==> config.mk <==
export PLATFORM = sky130hd
export DESIGN_NAME = low_power_mode_controller
export DESIGN_NICKNAME = d
export VERILOG_FILES = /design/src/rtl/lpm_pkg.sv /design/src/rtl/wake_if.sv /design/src/rtl/wake_qualifier.sv /design/src/rtl/low_power_mode_controller.sv
export SDC_FILE = /design/constraint.sdc
export NUM_CORES = 1
export LEC_CHECK = 0
export ABC_AREA = 0
export BUFFER_PORTS_ARGS = -buffer_cell sky130_fd_sc_hd__buf_2
export CORE_MARGIN = 2
export CORE_UTILIZATION = 40
export DETAILED_ROUTE_END_ITERATION = 16
export PLACE_DENSITY = 0.69
export SYNTH_ARGS = -nofsm -noshare
export SYNTH_HDL_FRONTEND = slang
export SYNTH_SLANG_ARGS = --single-unit
==> constraint.sdc <==
create_clock -name clk -period 9.3 [get_ports clk]
set_clock_uncertainty 0.15 [all_clocks]
set_input_delay 0.93 -clock clk [delete_from_list [all_inputs] [get_ports clk]]
set_output_delay 0.93 -clock clk [all_outputs]
set_load 0.02 [all_outputs]
==> src/rtl/lpm_pkg.sv <==
// Package of constants and types for the low power mode controller.
package lpm_pkg;

  // ----------------------------------------------------------------------
  // Clock and timing
  // ----------------------------------------------------------------------
  localparam int unsigned CLK_MHZ        = 125;
  localparam int unsigned POR_HOLD_MS    = 128;
  localparam int unsigned POR_HOLD_CYC   = POR_HOLD_MS * 1000 * CLK_MHZ;
  localparam int unsigned OSC_START_US   = 10;
  localparam int unsigned OSC_START_CYC  = OSC_START_US * CLK_MHZ;
  localparam int unsigned PLL_LOCK_US    = 20;
  localparam int unsigned PLL_LOCK_CYC   = PLL_LOCK_US * CLK_MHZ;
  localparam int unsigned MACH_CYC_CLKS  = 12;
  localparam int unsigned EXT0_GUARD_MC  = 2;
  localparam int unsigned EXT0_GUARD_CYC = EXT0_GUARD_MC * MACH_CYC_CLKS;

  // ----------------------------------------------------------------------
  // Register map
  // ----------------------------------------------------------------------
  localparam logic [3:0] ADDR_POWER_CTRL  = 4'h0;
  localparam logic [3:0] ADDR_PLL_CTRL    = 4'h1;
  localparam logic [3:0] ADDR_STATUS      = 4'h2;
  localparam logic [3:0] ADDR_IRQ_STATUS  = 4'h3;
  localparam logic [3:0] ADDR_IRQ_MASK    = 4'h4;

  // Power control register fields.
  localparam int PC_IDLE       = 0;
  localparam int PC_PDOWN      = 1;
  localparam int PC_SERIAL_WK  = 2;
  localparam int PC_EXT0_WK    = 3;
  localparam int PC_TIC_KEEP   = 4;
  localparam logic [7:0] POWER_CTRL_RST = 8'h00;

  // Pll control register fields.
  localparam int PLL_OSC_SHUT  = 0;
  localparam logic [7:0] PLL_CTRL_RST = 8'h00;

  // Interrupt status / mask bits.
  localparam int EV_IDLE_WAKE  = 0;
  localparam int EV_PD_WAKE    = 1;
  localparam int EV_EXT0_GUARD = 2;
  localparam logic [7:0] IRQ_MASK_RST = 8'h00;

  typedef enum logic [2:0] {
    ST_NORMAL,
    ST_IDLE,
    ST_PDOWN,
    ST_OSC_WAIT,
    ST_PLL_WAIT
  } pwr_state_e;

endpackage

==> src/rtl/wake_if.sv <==
// Interface carrying synchronised wake sources to the wake qualifier.
`timescale 1ns/1ps
interface wake_if;
  logic enabled_irq;
  logic tic_irq;
  logic serial_irq;
  logic ext0_low;
  logic serial_wk_en;
  logic ext0_wk_en;
  logic in_idle;
  logic in_pdown;
  logic wake_idle;
  logic wake_pdown;

  modport ctrl (output enabled_irq, tic_irq, serial_irq, ext0_low,
                output serial_wk_en, ext0_wk_en, in_idle, in_pdown,
                input  wake_idle, wake_pdown);
  modport qual (input  enabled_irq, tic_irq, serial_irq, ext0_low,
                input  serial_wk_en, ext0_wk_en, in_idle, in_pdown,
                output wake_idle, wake_pdown);
endinterface

==> src/rtl/wake_qualifier.sv <==
// Combines wake sources with their enables into idle and power-down wakes.
`timescale 1ns/1ps
module wake_qualifier
  import lpm_pkg::*;
(
  // Clock and reset
  input wire logic clk,
  input wire logic rst,
  // Wake sources
  wake_if.qual     wk
);

  always_ff @(posedge clk or posedge rst) begin
    if (rst) begin
      wk.wake_idle  <= 1'b0;
      wk.wake_pdown <= 1'b0;
    end else begin
      wk.wake_idle  <= wk.in_idle & wk.enabled_irq;
      wk.wake_pdown <= wk.in_pdown & (wk.tic_irq
                     | (wk.serial_irq & wk.serial_wk_en)
                     | (wk.ext0_low & wk.ext0_wk_en));
    end
  end

endmodule

==> src/rtl/low_power_mode_controller.sv <==
// Top of the low power mode controller: modes, clocks, wake and reset hold.
//
// Functional notes
// - Software write moves the chip into idle or full power-down.
// - Idle keeps oscillator running, stops core clock, peripherals keep clocks.
// - Idle preserves core state; port and converter outputs hold.
// - Any enabled interrupt or hardware reset ends idle.
// - Full power-down stops both PLL and core clock.
// - Oscillator stops in power-down only if shutdown bit is set.
// - Interval counter may run in power-down; other peripherals stop.
// - Power-down holds port levels; converter outputs go high impedance.
// - Reset during power-down returns to normal with default registers.
// - After power cycling, defaults and reset vector about 128 ms later.
// - Interval counter interrupt ends power-down only with its keep bit set; resume after entry.
// - Serial interrupt ends power-down only with serial wake enable.
// - External interrupt 0 ends power-down only with its wake enable.
// - Power-on reset holds while supply low, then about 128 ms timer.
//
// The register offsets and the address-and-strobe port were decided locally.
`timescale 1ns/1ps
module low_power_mode_controller
  import lpm_pkg::*;
#(
  parameter int unsigned POR_CYCLES = POR_HOLD_CYC
)(
  // Clock and reset
  input  wire logic       clk,
  input  wire logic       rst,
  // Supply monitor and pins
  input  wire logic       supply_ok,
  input  wire logic       external_interrupt_zero_n,
  // Interrupt sources from peripherals and core
  input  wire logic       enabled_irq_pending,
  input  wire logic       interval_counter_irq,
  input  wire logic       serial_irq,
  input  wire logic       return_from_interrupt,
  // Register port
  input  wire logic [3:0] reg_addr,
  input  wire logic [7:0] reg_wdata,
  input  wire logic       reg_wr,
  input  wire logic       reg_rd,
  output logic [7:0]      reg_rdata,
  // Clock and power controls
  output logic            osc_enable,
  output logic            pll_enable,
  output logic            core_clk_enable,
  output logic            periph_clk_enable,
  output logic            interval_counter_clk_enable,
  output logic            port_hold,
  output logic            dac_out_oe,
  output logic            core_reset,
  output logic            wake_irq_service,
  output logic            irq
);

  // ------------------------------------------------------------------
  // Pin synchronisers
  // ------------------------------------------------------------------
  logic [1:0] sync_supply;
  logic [1:0] sync_ext0;
  logic       supply_s;
  logic       ext0_low_s;

  always_ff @(posedge clk or posedge rst) begin
    if (rst) begin
      sync_supply <= 2'b00;
      sync_ext0   <= 2'b11;
    end else begin
      sync_supply <= {sync_supply[0], supply_ok};
      sync_ext0   <= {sync_ext0[0], external_interrupt_zero_n};
    end
  end
  assign supply_s   = sync_supply[1];
  assign ext0_low_s = ~sync_ext0[1];

  // ------------------------------------------------------------------
  // Power-on reset hold
  // ------------------------------------------------------------------
  // The hold counts only while the supply stays up; a dip restarts it.
  logic [31:0] por_cnt;
  logic        por_active;

  always_ff @(posedge clk or posedge rst) begin
    if (rst) begin
      por_cnt    <= '0;
      por_active <= 1'b1;
    end else if (!supply_s) begin
      por_cnt    <= '0;
      por_active <= 1'b1;
    end else if (por_cnt < POR_CYCLES) begin
      por_cnt    <= por_cnt + 32'h1;
      por_active <= 1'b1;
    end else begin
      por_active <= 1'b0;
    end
  end

  // ------------------------------------------------------------------
  // Registers
  // ------------------------------------------------------------------
  logic [7:0]  power_control_register;
  logic [7:0]  pll_control_register;
  logic [7:0]  irq_status;
  logic [7:0]  irq_mask;
  pwr_state_e  state;
  pwr_state_e  next_state;
  logic [15:0] wait_cnt;
  logic [7:0]  ext0_guard_cnt;
  logic        enter_idle;
  logic        enter_pdown;
  logic        guard_violation;
  logic        pc_write;
  logic        next_tic_keep;
  logic [7:0]  ev_set;

  wake_if wk ();

  // Mode writes are refused while the reset hold runs, like the register
  // write itself, so the outputs never leave their normal values early.
  assign pc_write      = reg_wr && !por_active &&
                         reg_addr == ADDR_POWER_CTRL;
  assign enter_idle    = pc_write && reg_wdata[PC_IDLE] &&
                         !reg_wdata[PC_PDOWN];
  assign enter_pdown   = pc_write && reg_wdata[PC_PDOWN];

  // The keep bit as it will stand after this edge, so the interval
  // counter clock does not drop for a cycle on entry to power-down.
  assign next_tic_keep = pc_write ? reg_wdata[PC_TIC_KEEP] :
                         power_control_register[PC_TIC_KEEP];

  // Mode bits are self-clearing on wake, so software reading back sees the
  // mode it is actually in.
  always_ff @(posedge clk or posedge rst) begin
    if (rst) begin
      power_control_register <= POWER_CTRL_RST;
    end else if (por_active) begin
      power_control_register <= POWER_CTRL_RST;
    end else if (reg_wr && reg_addr == ADDR_POWER_CTRL) begin
      power_control_register <= reg_wdata;
    end else if (wk.wake_idle || wk.wake_pdown) begin
      power_control_register[PC_IDLE]  <= 1'b0;
      power_control_register[PC_PDOWN] <= 1'b0;
    end
  end

  always_ff @(posedge clk or posedge rst) begin
    if (rst) begin
      pll_control_register <= PLL_CTRL_RST;
    end else if (por_active) begin
      pll_control_register <= PLL_CTRL_RST;
    end else if (reg_wr && reg_addr == ADDR_PLL_CTRL) begin
      pll_control_register <= reg_wdata;
    end
  end

  // ------------------------------------------------------------------
  // Mode state machine
  // ------------------------------------------------------------------
  always_comb begin
    next_state = state;
    unique case (state)
      ST_NORMAL: begin
        if (enter_pdown) begin
          next_state = ST_PDOWN;
        end else if (enter_idle) begin
          next_state = ST_IDLE;
        end
      end
      ST_IDLE: begin
        if (wk.wake_idle) begin
          next_state = ST_NORMAL;
        end
      end
      ST_PDOWN: begin
        if (wk.wake_pdown) begin
          next_state = pll_control_register[PLL_OSC_SHUT] ?
                       ST_OSC_WAIT : ST_PLL_WAIT;
        end
      end
      ST_OSC_WAIT: begin
        if (wait_cnt == 16'h0) begin
          next_state = ST_PLL_WAIT;
        end
      end
      ST_PLL_WAIT: begin
        if (wait_cnt == 16'h0) begin
          next_state = ST_NORMAL;
        end
      end
    endcase
  end

  always_ff @(posedge clk or posedge rst) begin
    if (rst) begin
      state <= ST_NORMAL;
    end else if (por_active) begin
      state <= ST_NORMAL;
    end else begin
      state <= next_state;
    end
  end

  always_ff @(posedge clk or posedge rst) begin
    if (rst) begin
      wait_cnt <= 16'h0;
    end else if (state == ST_PDOWN && next_state == ST_OSC_WAIT) begin
      wait_cnt <= 16'(OSC_START_CYC - 1);
    end else if (next_state == ST_PLL_WAIT && state != ST_PLL_WAIT) begin
      wait_cnt <= 16'(PLL_LOCK_CYC - 1);
    end else if (wait_cnt != 16'h0) begin
      wait_cnt <= wait_cnt - 16'h1;
    end
  end

  // ------------------------------------------------------------------
  // Wake qualification
  // ------------------------------------------------------------------
  assign wk.enabled_irq  = enabled_irq_pending;
  assign wk.tic_irq      = interval_counter_irq &
                           power_control_register[PC_TIC_KEEP];
  assign wk.serial_irq   = serial_irq;
  assign wk.ext0_low     = ext0_low_s;
  assign wk.serial_wk_en = power_control_register[PC_SERIAL_WK];
  assign wk.ext0_wk_en   = power_control_register[PC_EXT0_WK];
  assign wk.in_idle      = state == ST_IDLE;
  assign wk.in_pdown     = state == ST_PDOWN;

  wake_qualifier u_wake_qualifier (
    .clk (clk),
    .rst (rst),
    .wk  (wk.qual)
  );

  // External interrupt 0 low near power-down entry is flagged; it still wakes if its wake enable is set.
  always_ff @(posedge clk or posedge rst) begin
    if (rst) begin
      ext0_guard_cnt <= 8'h0;
    end else if (enter_pdown && state == ST_NORMAL) begin
      ext0_guard_cnt <= 8'(EXT0_GUARD_CYC);
    end else if (ext0_guard_cnt != 8'h0) begin
      ext0_guard_cnt <= ext0_guard_cnt - 8'h1;
    end
  end
  assign guard_violation = ext0_guard_cnt != 8'h0 && ext0_low_s;

  // ------------------------------------------------------------------
  // Clock, pin and reset controls
  // ------------------------------------------------------------------
  always_ff @(posedge clk or posedge rst) begin
    if (rst) begin
      osc_enable                  <= 1'b1;
      pll_enable                  <= 1'b1;
      core_clk_enable             <= 1'b0;
      periph_clk_enable           <= 1'b0;
      interval_counter_clk_enable <= 1'b1;
      port_hold                   <= 1'b0;
      dac_out_oe                  <= 1'b0;
      core_reset                  <= 1'b1;
    end else begin
      core_reset      <= por_active;
      osc_enable      <= !(next_state == ST_PDOWN &&
                           pll_control_register[PLL_OSC_SHUT]);
      pll_enable      <= next_state == ST_NORMAL ||
                         next_state == ST_IDLE ||
                         next_state == ST_PLL_WAIT;
      core_clk_enable <= !por_active &&
                         next_state == ST_NORMAL;
      periph_clk_enable <= next_state == ST_NORMAL ||
                           next_state == ST_IDLE;
      interval_counter_clk_enable <= next_state != ST_PDOWN ||
                                     next_tic_keep;
      port_hold       <= next_state != ST_NORMAL;
      dac_out_oe      <= !por_active &&
                         next_state != ST_PDOWN &&
                         next_state != ST_OSC_WAIT &&
                         next_state != ST_PLL_WAIT;
    end
  end

  // Core services the interrupt that ended power-down; its return resumes after entry.
  always_ff @(posedge clk or posedge rst) begin
    if (rst) begin
      wake_irq_service <= 1'b0;
    end else if (state == ST_PLL_WAIT && next_state == ST_NORMAL) begin
      wake_irq_service <= 1'b1;
    end else if (return_from_interrupt || por_active) begin
      wake_irq_service <= 1'b0;
    end
  end

  // ------------------------------------------------------------------
  // Interrupt status, mask and read port
  // ------------------------------------------------------------------
  always_comb begin
    ev_set                = 8'h00;
    ev_set[EV_IDLE_WAKE]  = wk.wake_idle;
    ev_set[EV_PD_WAKE]    = wk.wake_pdown;
    ev_set[EV_EXT0_GUARD] = guard_violation;
  end

  // Set beats clear so an event in the clearing cycle is kept.
  always_ff @(posedge clk or posedge rst) begin
    if (rst) begin
      irq_status <= 8'h00;
    end else if (reg_wr && reg_addr == ADDR_IRQ_STATUS) begin
      irq_status <= (irq_status & ~reg_wdata) | ev_set;
    end else begin
      irq_status <= irq_status | ev_set;
    end
  end

  always_ff @(posedge clk or posedge rst) begin
    if (rst) begin
      irq_mask <= IRQ_MASK_RST;
    end else if (reg_wr && reg_addr == ADDR_IRQ_MASK) begin
      irq_mask <= reg_wdata;
    end
  end

  always_ff @(posedge clk or posedge rst) begin
    if (rst) begin
      irq <= 1'b0;
    end else begin
      irq <= |(irq_status & irq_mask);
    end
  end

  always_ff @(posedge clk or posedge rst) begin
    if (rst) begin
      reg_rdata <= 8'h00;
    end else if (reg_rd) begin
      unique case (reg_addr)
        ADDR_POWER_CTRL: reg_rdata <= power_control_register;
        ADDR_PLL_CTRL:   reg_rdata <= pll_control_register;
        ADDR_STATUS:     reg_rdata <= {5'h00, state};
        ADDR_IRQ_STATUS: reg_rdata <= irq_status;
        ADDR_IRQ_MASK:   reg_rdata <= irq_mask;
        default:         reg_rdata <= 8'h00;
      endcase
    end else begin
      reg_rdata <= 8'h00;
    end
  end

endmodule

After elaboration in Yosys (flattened, before gate mapping):

Index checks and enable logic that the tools add are counted.

* input bits: 22
* bits in registers: 116
* output and inout bits: 18
* word-level logic and storage cells: 130

* mux-type cells: 30
* order comparisons: 1
* bitwise gates (word level): 13
* eq/ne operators: 17
* $add $sub $neg: 3
* reductions and logical operators: 41

Operator list (number)
* $mux W32: 2
* $mux W8: 7
* $mux W16: 3
* $pmux W8 S5: 1
* $add A32 B1 Y32 const B: 1
* $lt A32 B24 Y1 const B: 1
* $mux W3: 8
* $logic_and A1 B1 Y1: 19
* $and A8 B8 Y8: 2
* $logic_not A16 Y1: 1
* $or A8 B3 Y8: 2
* $reduce_bool A16 Y1: 1
* $sub A16 B1 Y16 const B: 1
* $pmux W3 S5: 1
* $eq A3 B2 Y1 const B: 4
* $reduce_bool A3 Y1: 3
* $eq A4 B2 Y1 const B: 2
* $not A8 Y8: 1
* $reduce_bool A2 Y1: 4
* $reduce_bool A8 Y1: 1
* $reduce_or A8 Y1: 1
* $sub A8 B1 Y8 const B: 1
* $eq A3 B1 Y1 const B: 2
* $eq A3 B3 Y1 const B: 2
* other kinds (15): 34

Longest topological paths before layout:

* depth after elaboration: 12
* depth in mapped cells: 8
* mapped depth without buffers: 7

Hierarchy:

Synthesis repeated with hierarchy kept, for this count alone.

* cell total of the unflattened synthesis: 551
* area, all modules: 5718.0 sq um

By module, submodules not included
* low_power_mode_controller: area each 5636.7 sq um, times used 1, sequential area each 2861.5 sq um, cells an instance 545
* wake_qualifier: area each 81.3 sq um, times used 1, sequential area each 50.0 sq um, cells an instance 6

Least setup slack after synthesis:

Ideal clock, no wire load.

* kind: input to register
* start point: input reg_addr[1]
* end point: register port_hold
* setup slack: 6.410 ns
* path buffers: 1
* arrival: 2.608 ns
* library setup time: 0.131 ns
* stages on the path: 6
* data required time: 9.019 ns
* path through: buf_6 or4_4 nor3b_4 o211ai_2 a32o_1 or3_1

* word-level cells in the longest chain between the ends: 8
* elaborated cells between the ends (all ways): 9
* classes of those cells: mux (3); reduce/logical (6)

RTL lines
* from (decl): RTL line low_power_mode_controller.sv:38 `input wire logic [3:0] reg_addr,`
* $logic_not A4 Y1 (*): RTL line low_power_mode_controller.sv:121 `reg_addr == ADDR_POWER_CTRL;`
* $logic_and A1 B1 Y1 (*): RTL line low_power_mode_controller.sv:120 `assign pc_write = reg_wr && !por_active &&`
* $logic_and A1 B1 Y1 (2 in a row): RTL line low_power_mode_controller.sv:122 `assign enter_idle = pc_write && reg_wdata[PC_IDLE] &&`
* $mux W3: RTL line low_power_mode_controller.sv:165 `end else if (enter_idle) begin`
* $mux W3 (*): RTL line low_power_mode_controller.sv:163 `if (enter_pdown) begin`
* $pmux W3 S5 (*): RTL line low_power_mode_controller.sv:161 `unique case (state)`
* $reduce_bool A3 Y1 (*): RTL line low_power_mode_controller.sv:272 `port_hold <= next_state != ST_NORMAL;`
* to (signal assigned): RTL line low_power_mode_controller.sv:256 `port_hold <= 1'b0;`
* to (signal assigned): RTL line low_power_mode_controller.sv:272
* to (decl): RTL line low_power_mode_controller.sv:49 `output logic port_hold,`

Mark *: on every way between the ends. The rest lies on a longest branch, timed or not.
A chain may end at the register's enable or synchronous reset.

Worst setup path after layout:

* start point: register wait_cnt[0]
* end point: register wake_irq_service

* word-level cells in the longest chain between the ends: 6
* elaborated cells between the ends (all ways): 8
* classes of those cells: mux (4); reduce/logical (4)

RTL lines
* from (decl): RTL line low_power_mode_controller.sv:107 `logic [15:0] wait_cnt;`
* from (signal assigned): RTL line low_power_mode_controller.sv:207 `wait_cnt <= 16'(OSC_START_CYC - 1);`
* from (signal assigned): RTL line low_power_mode_controller.sv:209 `wait_cnt <= 16'(PLL_LOCK_CYC - 1);`
* from (signal assigned): RTL line low_power_mode_controller.sv:211 `wait_cnt <= wait_cnt - 16'h1;`
* $logic_not A16 Y1 (*): RTL line low_power_mode_controller.sv:181, low_power_mode_controller.sv:186
* $mux W3, on equally long branches: RTL line low_power_mode_controller.sv:186, low_power_mode_controller.sv:181
* $pmux W3 S5 (*): RTL line low_power_mode_controller.sv:161
* $logic_not A3 Y1 (*): RTL line low_power_mode_controller.sv:284 `end else if (state == ST_PLL_WAIT && next_state == ST_NORMAL) begin`
* $logic_and A1 B1 Y1 (*): RTL line low_power_mode_controller.sv:284
* $mux W1 or $reduce_bool A2 Y1 (tied branches)
* to (signal assigned): RTL line low_power_mode_controller.sv:283 `wake_irq_service <= 1'b0;`
* to (signal assigned): RTL line low_power_mode_controller.sv:285 `wake_irq_service <= 1'b1;`
* to (signal assigned): RTL line low_power_mode_controller.sv:287 `wake_irq_service <= 1'b0;`
* to (decl): RTL line low_power_mode_controller.sv:52 `output logic wake_irq_service,`

Marked as above.

==> results_dict.tcl <==
set metrics [dict create \
    worst_setup_path_start_kind "flip-flop" \
    grt_max_degree 73 \
    wl_per_cell_um 16.9 \
    drt_iter0_markers 380 \
    dr.pass1.iters 4 \
    synth_enable_flop_cells 0 \
    crit_required_ns 9.45 \
    synth-seq-area-share_pct 52.7 \
    die_area_sq_um 14800 \
    place.gp.congestion 0.839 \
    ir_drop_uv 143 \
    rsz0062_at_grt "no" \
    period_needed_ns 3.19 \
    cts_tree "done" \
    root_buffer "clkbuf_16" \
    cts_inserted_buffers 17 \
    netlist_area_sq_um 5520 \
    grt_use_total_pct 18.5 \
    syn-num-nets 552 \
    yosys_most_used_dff "dfrtp_1" \
    clock_sinks 116 \
    slew_headroom_pct 26.1 \
    htreeDepth 4 \
    path_clk_slew_ns 0.05 \
    synthArstFlopShare_pct 100 \
    period_share_pct 34.3 \
    p_per_area_nw_per_um2 212 \
    synthAdderAreaFrac_pct 0.906 \
    ys_top_cells_by_count "109 x dfrtp_1, 65 x nor2_1, 27 x nand2_1, 25 x xnor2_1, 23 x o21ai_0" \
    reg2reg_to "wake_irq_service" \
    ys_types 54 \
    io_pins 40 \
    grt-ovfl-total 0 \
    synth_xor_area_share_pct 5.55 \
    synth_compound_area_share_pct 10.8 \
    final_cells 753 \
    reg2reg_from "wait_cnt[0]" \
    rrSetupSlack_ns 6.11 \
    fin_ws_ns 6.11 \
    start_util_pct 41.4 \
    netlist_instances 526 \
    dp_slack_ns 6.07 \
    post-cts-setup-buffer-count 0 \
    hold_class "reg2reg" \
    hold_end "sync_ext0[1]" \
    tightest_slew_ns 1.11 \
    yosysTopAreaCell "dfrtp_1" \
    clock_latency_ns 0.41 \
    dp_hpwl_um 8510 \
    first_global_vias 4197 \
    avgSynthCellArea_sq_um 10.5 \
    synth_top_family_by_area "simple AND/OR/NAND/NOR gates" \
    synth_mux_area_share_pct 5.66 \
    clk_path_buf_depth 2 \
    drt_wl_total_um 12700 \
    drc 0 \
    path_class "reg2reg" \
    die_h_um 122 \
    synth_simple_gate_area_share_pct 22.1 \
    nets 590 \
    hold_depth 0 \
    finalMaxSlewViolations 0 \
    post-synth-top-count-cell "dfrtp_1" \
    yosys_warnings 0 \
    antenna_cells 0 \
    worst_setup_path_end_kind "flip-flop" \
    setup_viol 0 \
    grt_pass1_wl_um 21000 \
    fin_hold_ws_ns 0.206 \
    fmax_ghz 0.314 \
    hold_violations 0 \
    placed_cells 721 \
    drv_cap 0 \
    fp.dieW_um 122 \
    min-delay-start "sync_ext0[0]" \
    viasPerCell 5.65 \
    drive_above_1_share_pct 17.5 \
    worstPathArrival_ns 3.33 \
    placementRows 42 \
    buffer_ports.inserted 39 \
    netlist_top_cells_area "dfrtp_1 49%, nor2_1 4.4%, xnor2_1 4.0%" \
    antenna_found_initial 0 \
    dr_total_vias 4258 \
    hold_buffers 0 \
    fill_cells 1214 \
    setup-tns-final_ns 0 \
    drtAntennaViolNets 0 \
    yosysTopAreaCellShare_pct 49.4 \
    cellLeakagePower_nw 2.86 \
    utilization_pct 48.9 \
    core_sq_um 13300 \
    cp-startpoint "wait_cnt[0]" \
    path_max_fanout 13 \
    status "finished, final reports clean" \
    reg2regPathDepth 7 \
    ys_seq_elements 116 \
    seqCellArea_sq_um 2910 \
    synthToLayoutAreaGrowth_pct 18.2 \
    multi_input_area_sq_um 2480 \
    post_cts_resized 0 \
]
==> layer usage <==
layer  up-vias  share of wire (%)  GRT usage [%]
li1       1991                  -              -
met3        13                4.3           5.59
met2       118                 50           29.8
met4         0               0.99           6.11
met1      2136                 44           23.8
met5         -                  0              0
==> worst max-delay path, cell delays in order, from the launching register on <==
cell and delay [ns]:
dfrtp_1 0.37, inv_1 0.09, ha_1 0.32, nor4b_1 0.63, nand4_1 0.61, o211ai_1 0.40, a32oi_1 0.17, a32o_1 0.33
==> layout make-up <==
type	instances	area share, %
Clock buffer	20	7.15
Clock inverter	12	3.07
Inverter	10	0.613
Multi-Input combinational cell	379	38.1
Sequential cell	116	44.6
Tap cell	176	3.37
Timing Repair Buffer	40	3.11
==> how the worst max path moves through the flow <==
stage	end
after floorplan	core_clk_enable
after global placement	port_hold
after detailed placement	port_hold
after CTS	wake_irq_service
after global routing	wake_irq_service
final	wake_irq_service
==> cells in the final DEF, fill, tap and decap left out, types with 11 or more instances in the layout <==
cell	instances
a21oi_1	13
a22oi_1	11
and2_1	11
buf_2	39
clkbuf_16	17
dfrtp_1	109
mux2i_1	20
nand2_1	27
nand3_1	21
nand4_1	14
nor2_1	65
nor3_1	18
nor4_1	16
o21ai_0	23
xnor2_1	25
==> sequential cells by signal, summed over array words and instances, names as in the netlist, 2 cells and up <==
signal / count
ext0_guard_cnt: 8
irq_mask: 8
irq_status: 8
pll_control_register: 8
por_cnt: 32
power_control_register: 8
reg_rdata: 8
state: 3
sync_ext0: 2
sync_supply: 2
wait_cnt: 16
==> cell families (layout without fill, tap and decap cells) <==
family                   after synthesis  in the layout
AO/OA/AOI/OAI                         85             85
XOR/XNOR                              35             35
adder cells (fa/ha/maj)                4              4
buffers and inverters                 31             82
flip-flops                           116            116
multiplexers                          30             30
AND/OR/NAND/NOR                      225            225
==> report_power, final <==
part / internal [mW] / total [mW] / leakage, nW / switching [mW]
Sequential: 0.533 / 0.559 / 1.54 / 0.0256
Clock: 0.497 / 0.732 / 0.319 / 0.235
Combinational: 0.0411 / 0.0936 / 1.00 / 0.0525
Total: 1.07 / 1.38 / 2.86 / 0.313
==> stage by stage <==
| step | power (mW) | cell area (sq um) |
|---|---|---|
| 2_1_floorplan | 0.629 | 5520 |
| 3_3_place_gp | 0.654 | 5860 |
| 3_5_place_dp | 0.660 | 5860 |
| 4_1_cts | 1.40 | 6530 |
| 5_1_grt | 1.44 | 6530 |
| 6_report | 1.38 | 6530 |
Note: power is estimated with default switching activity, not from simulation.
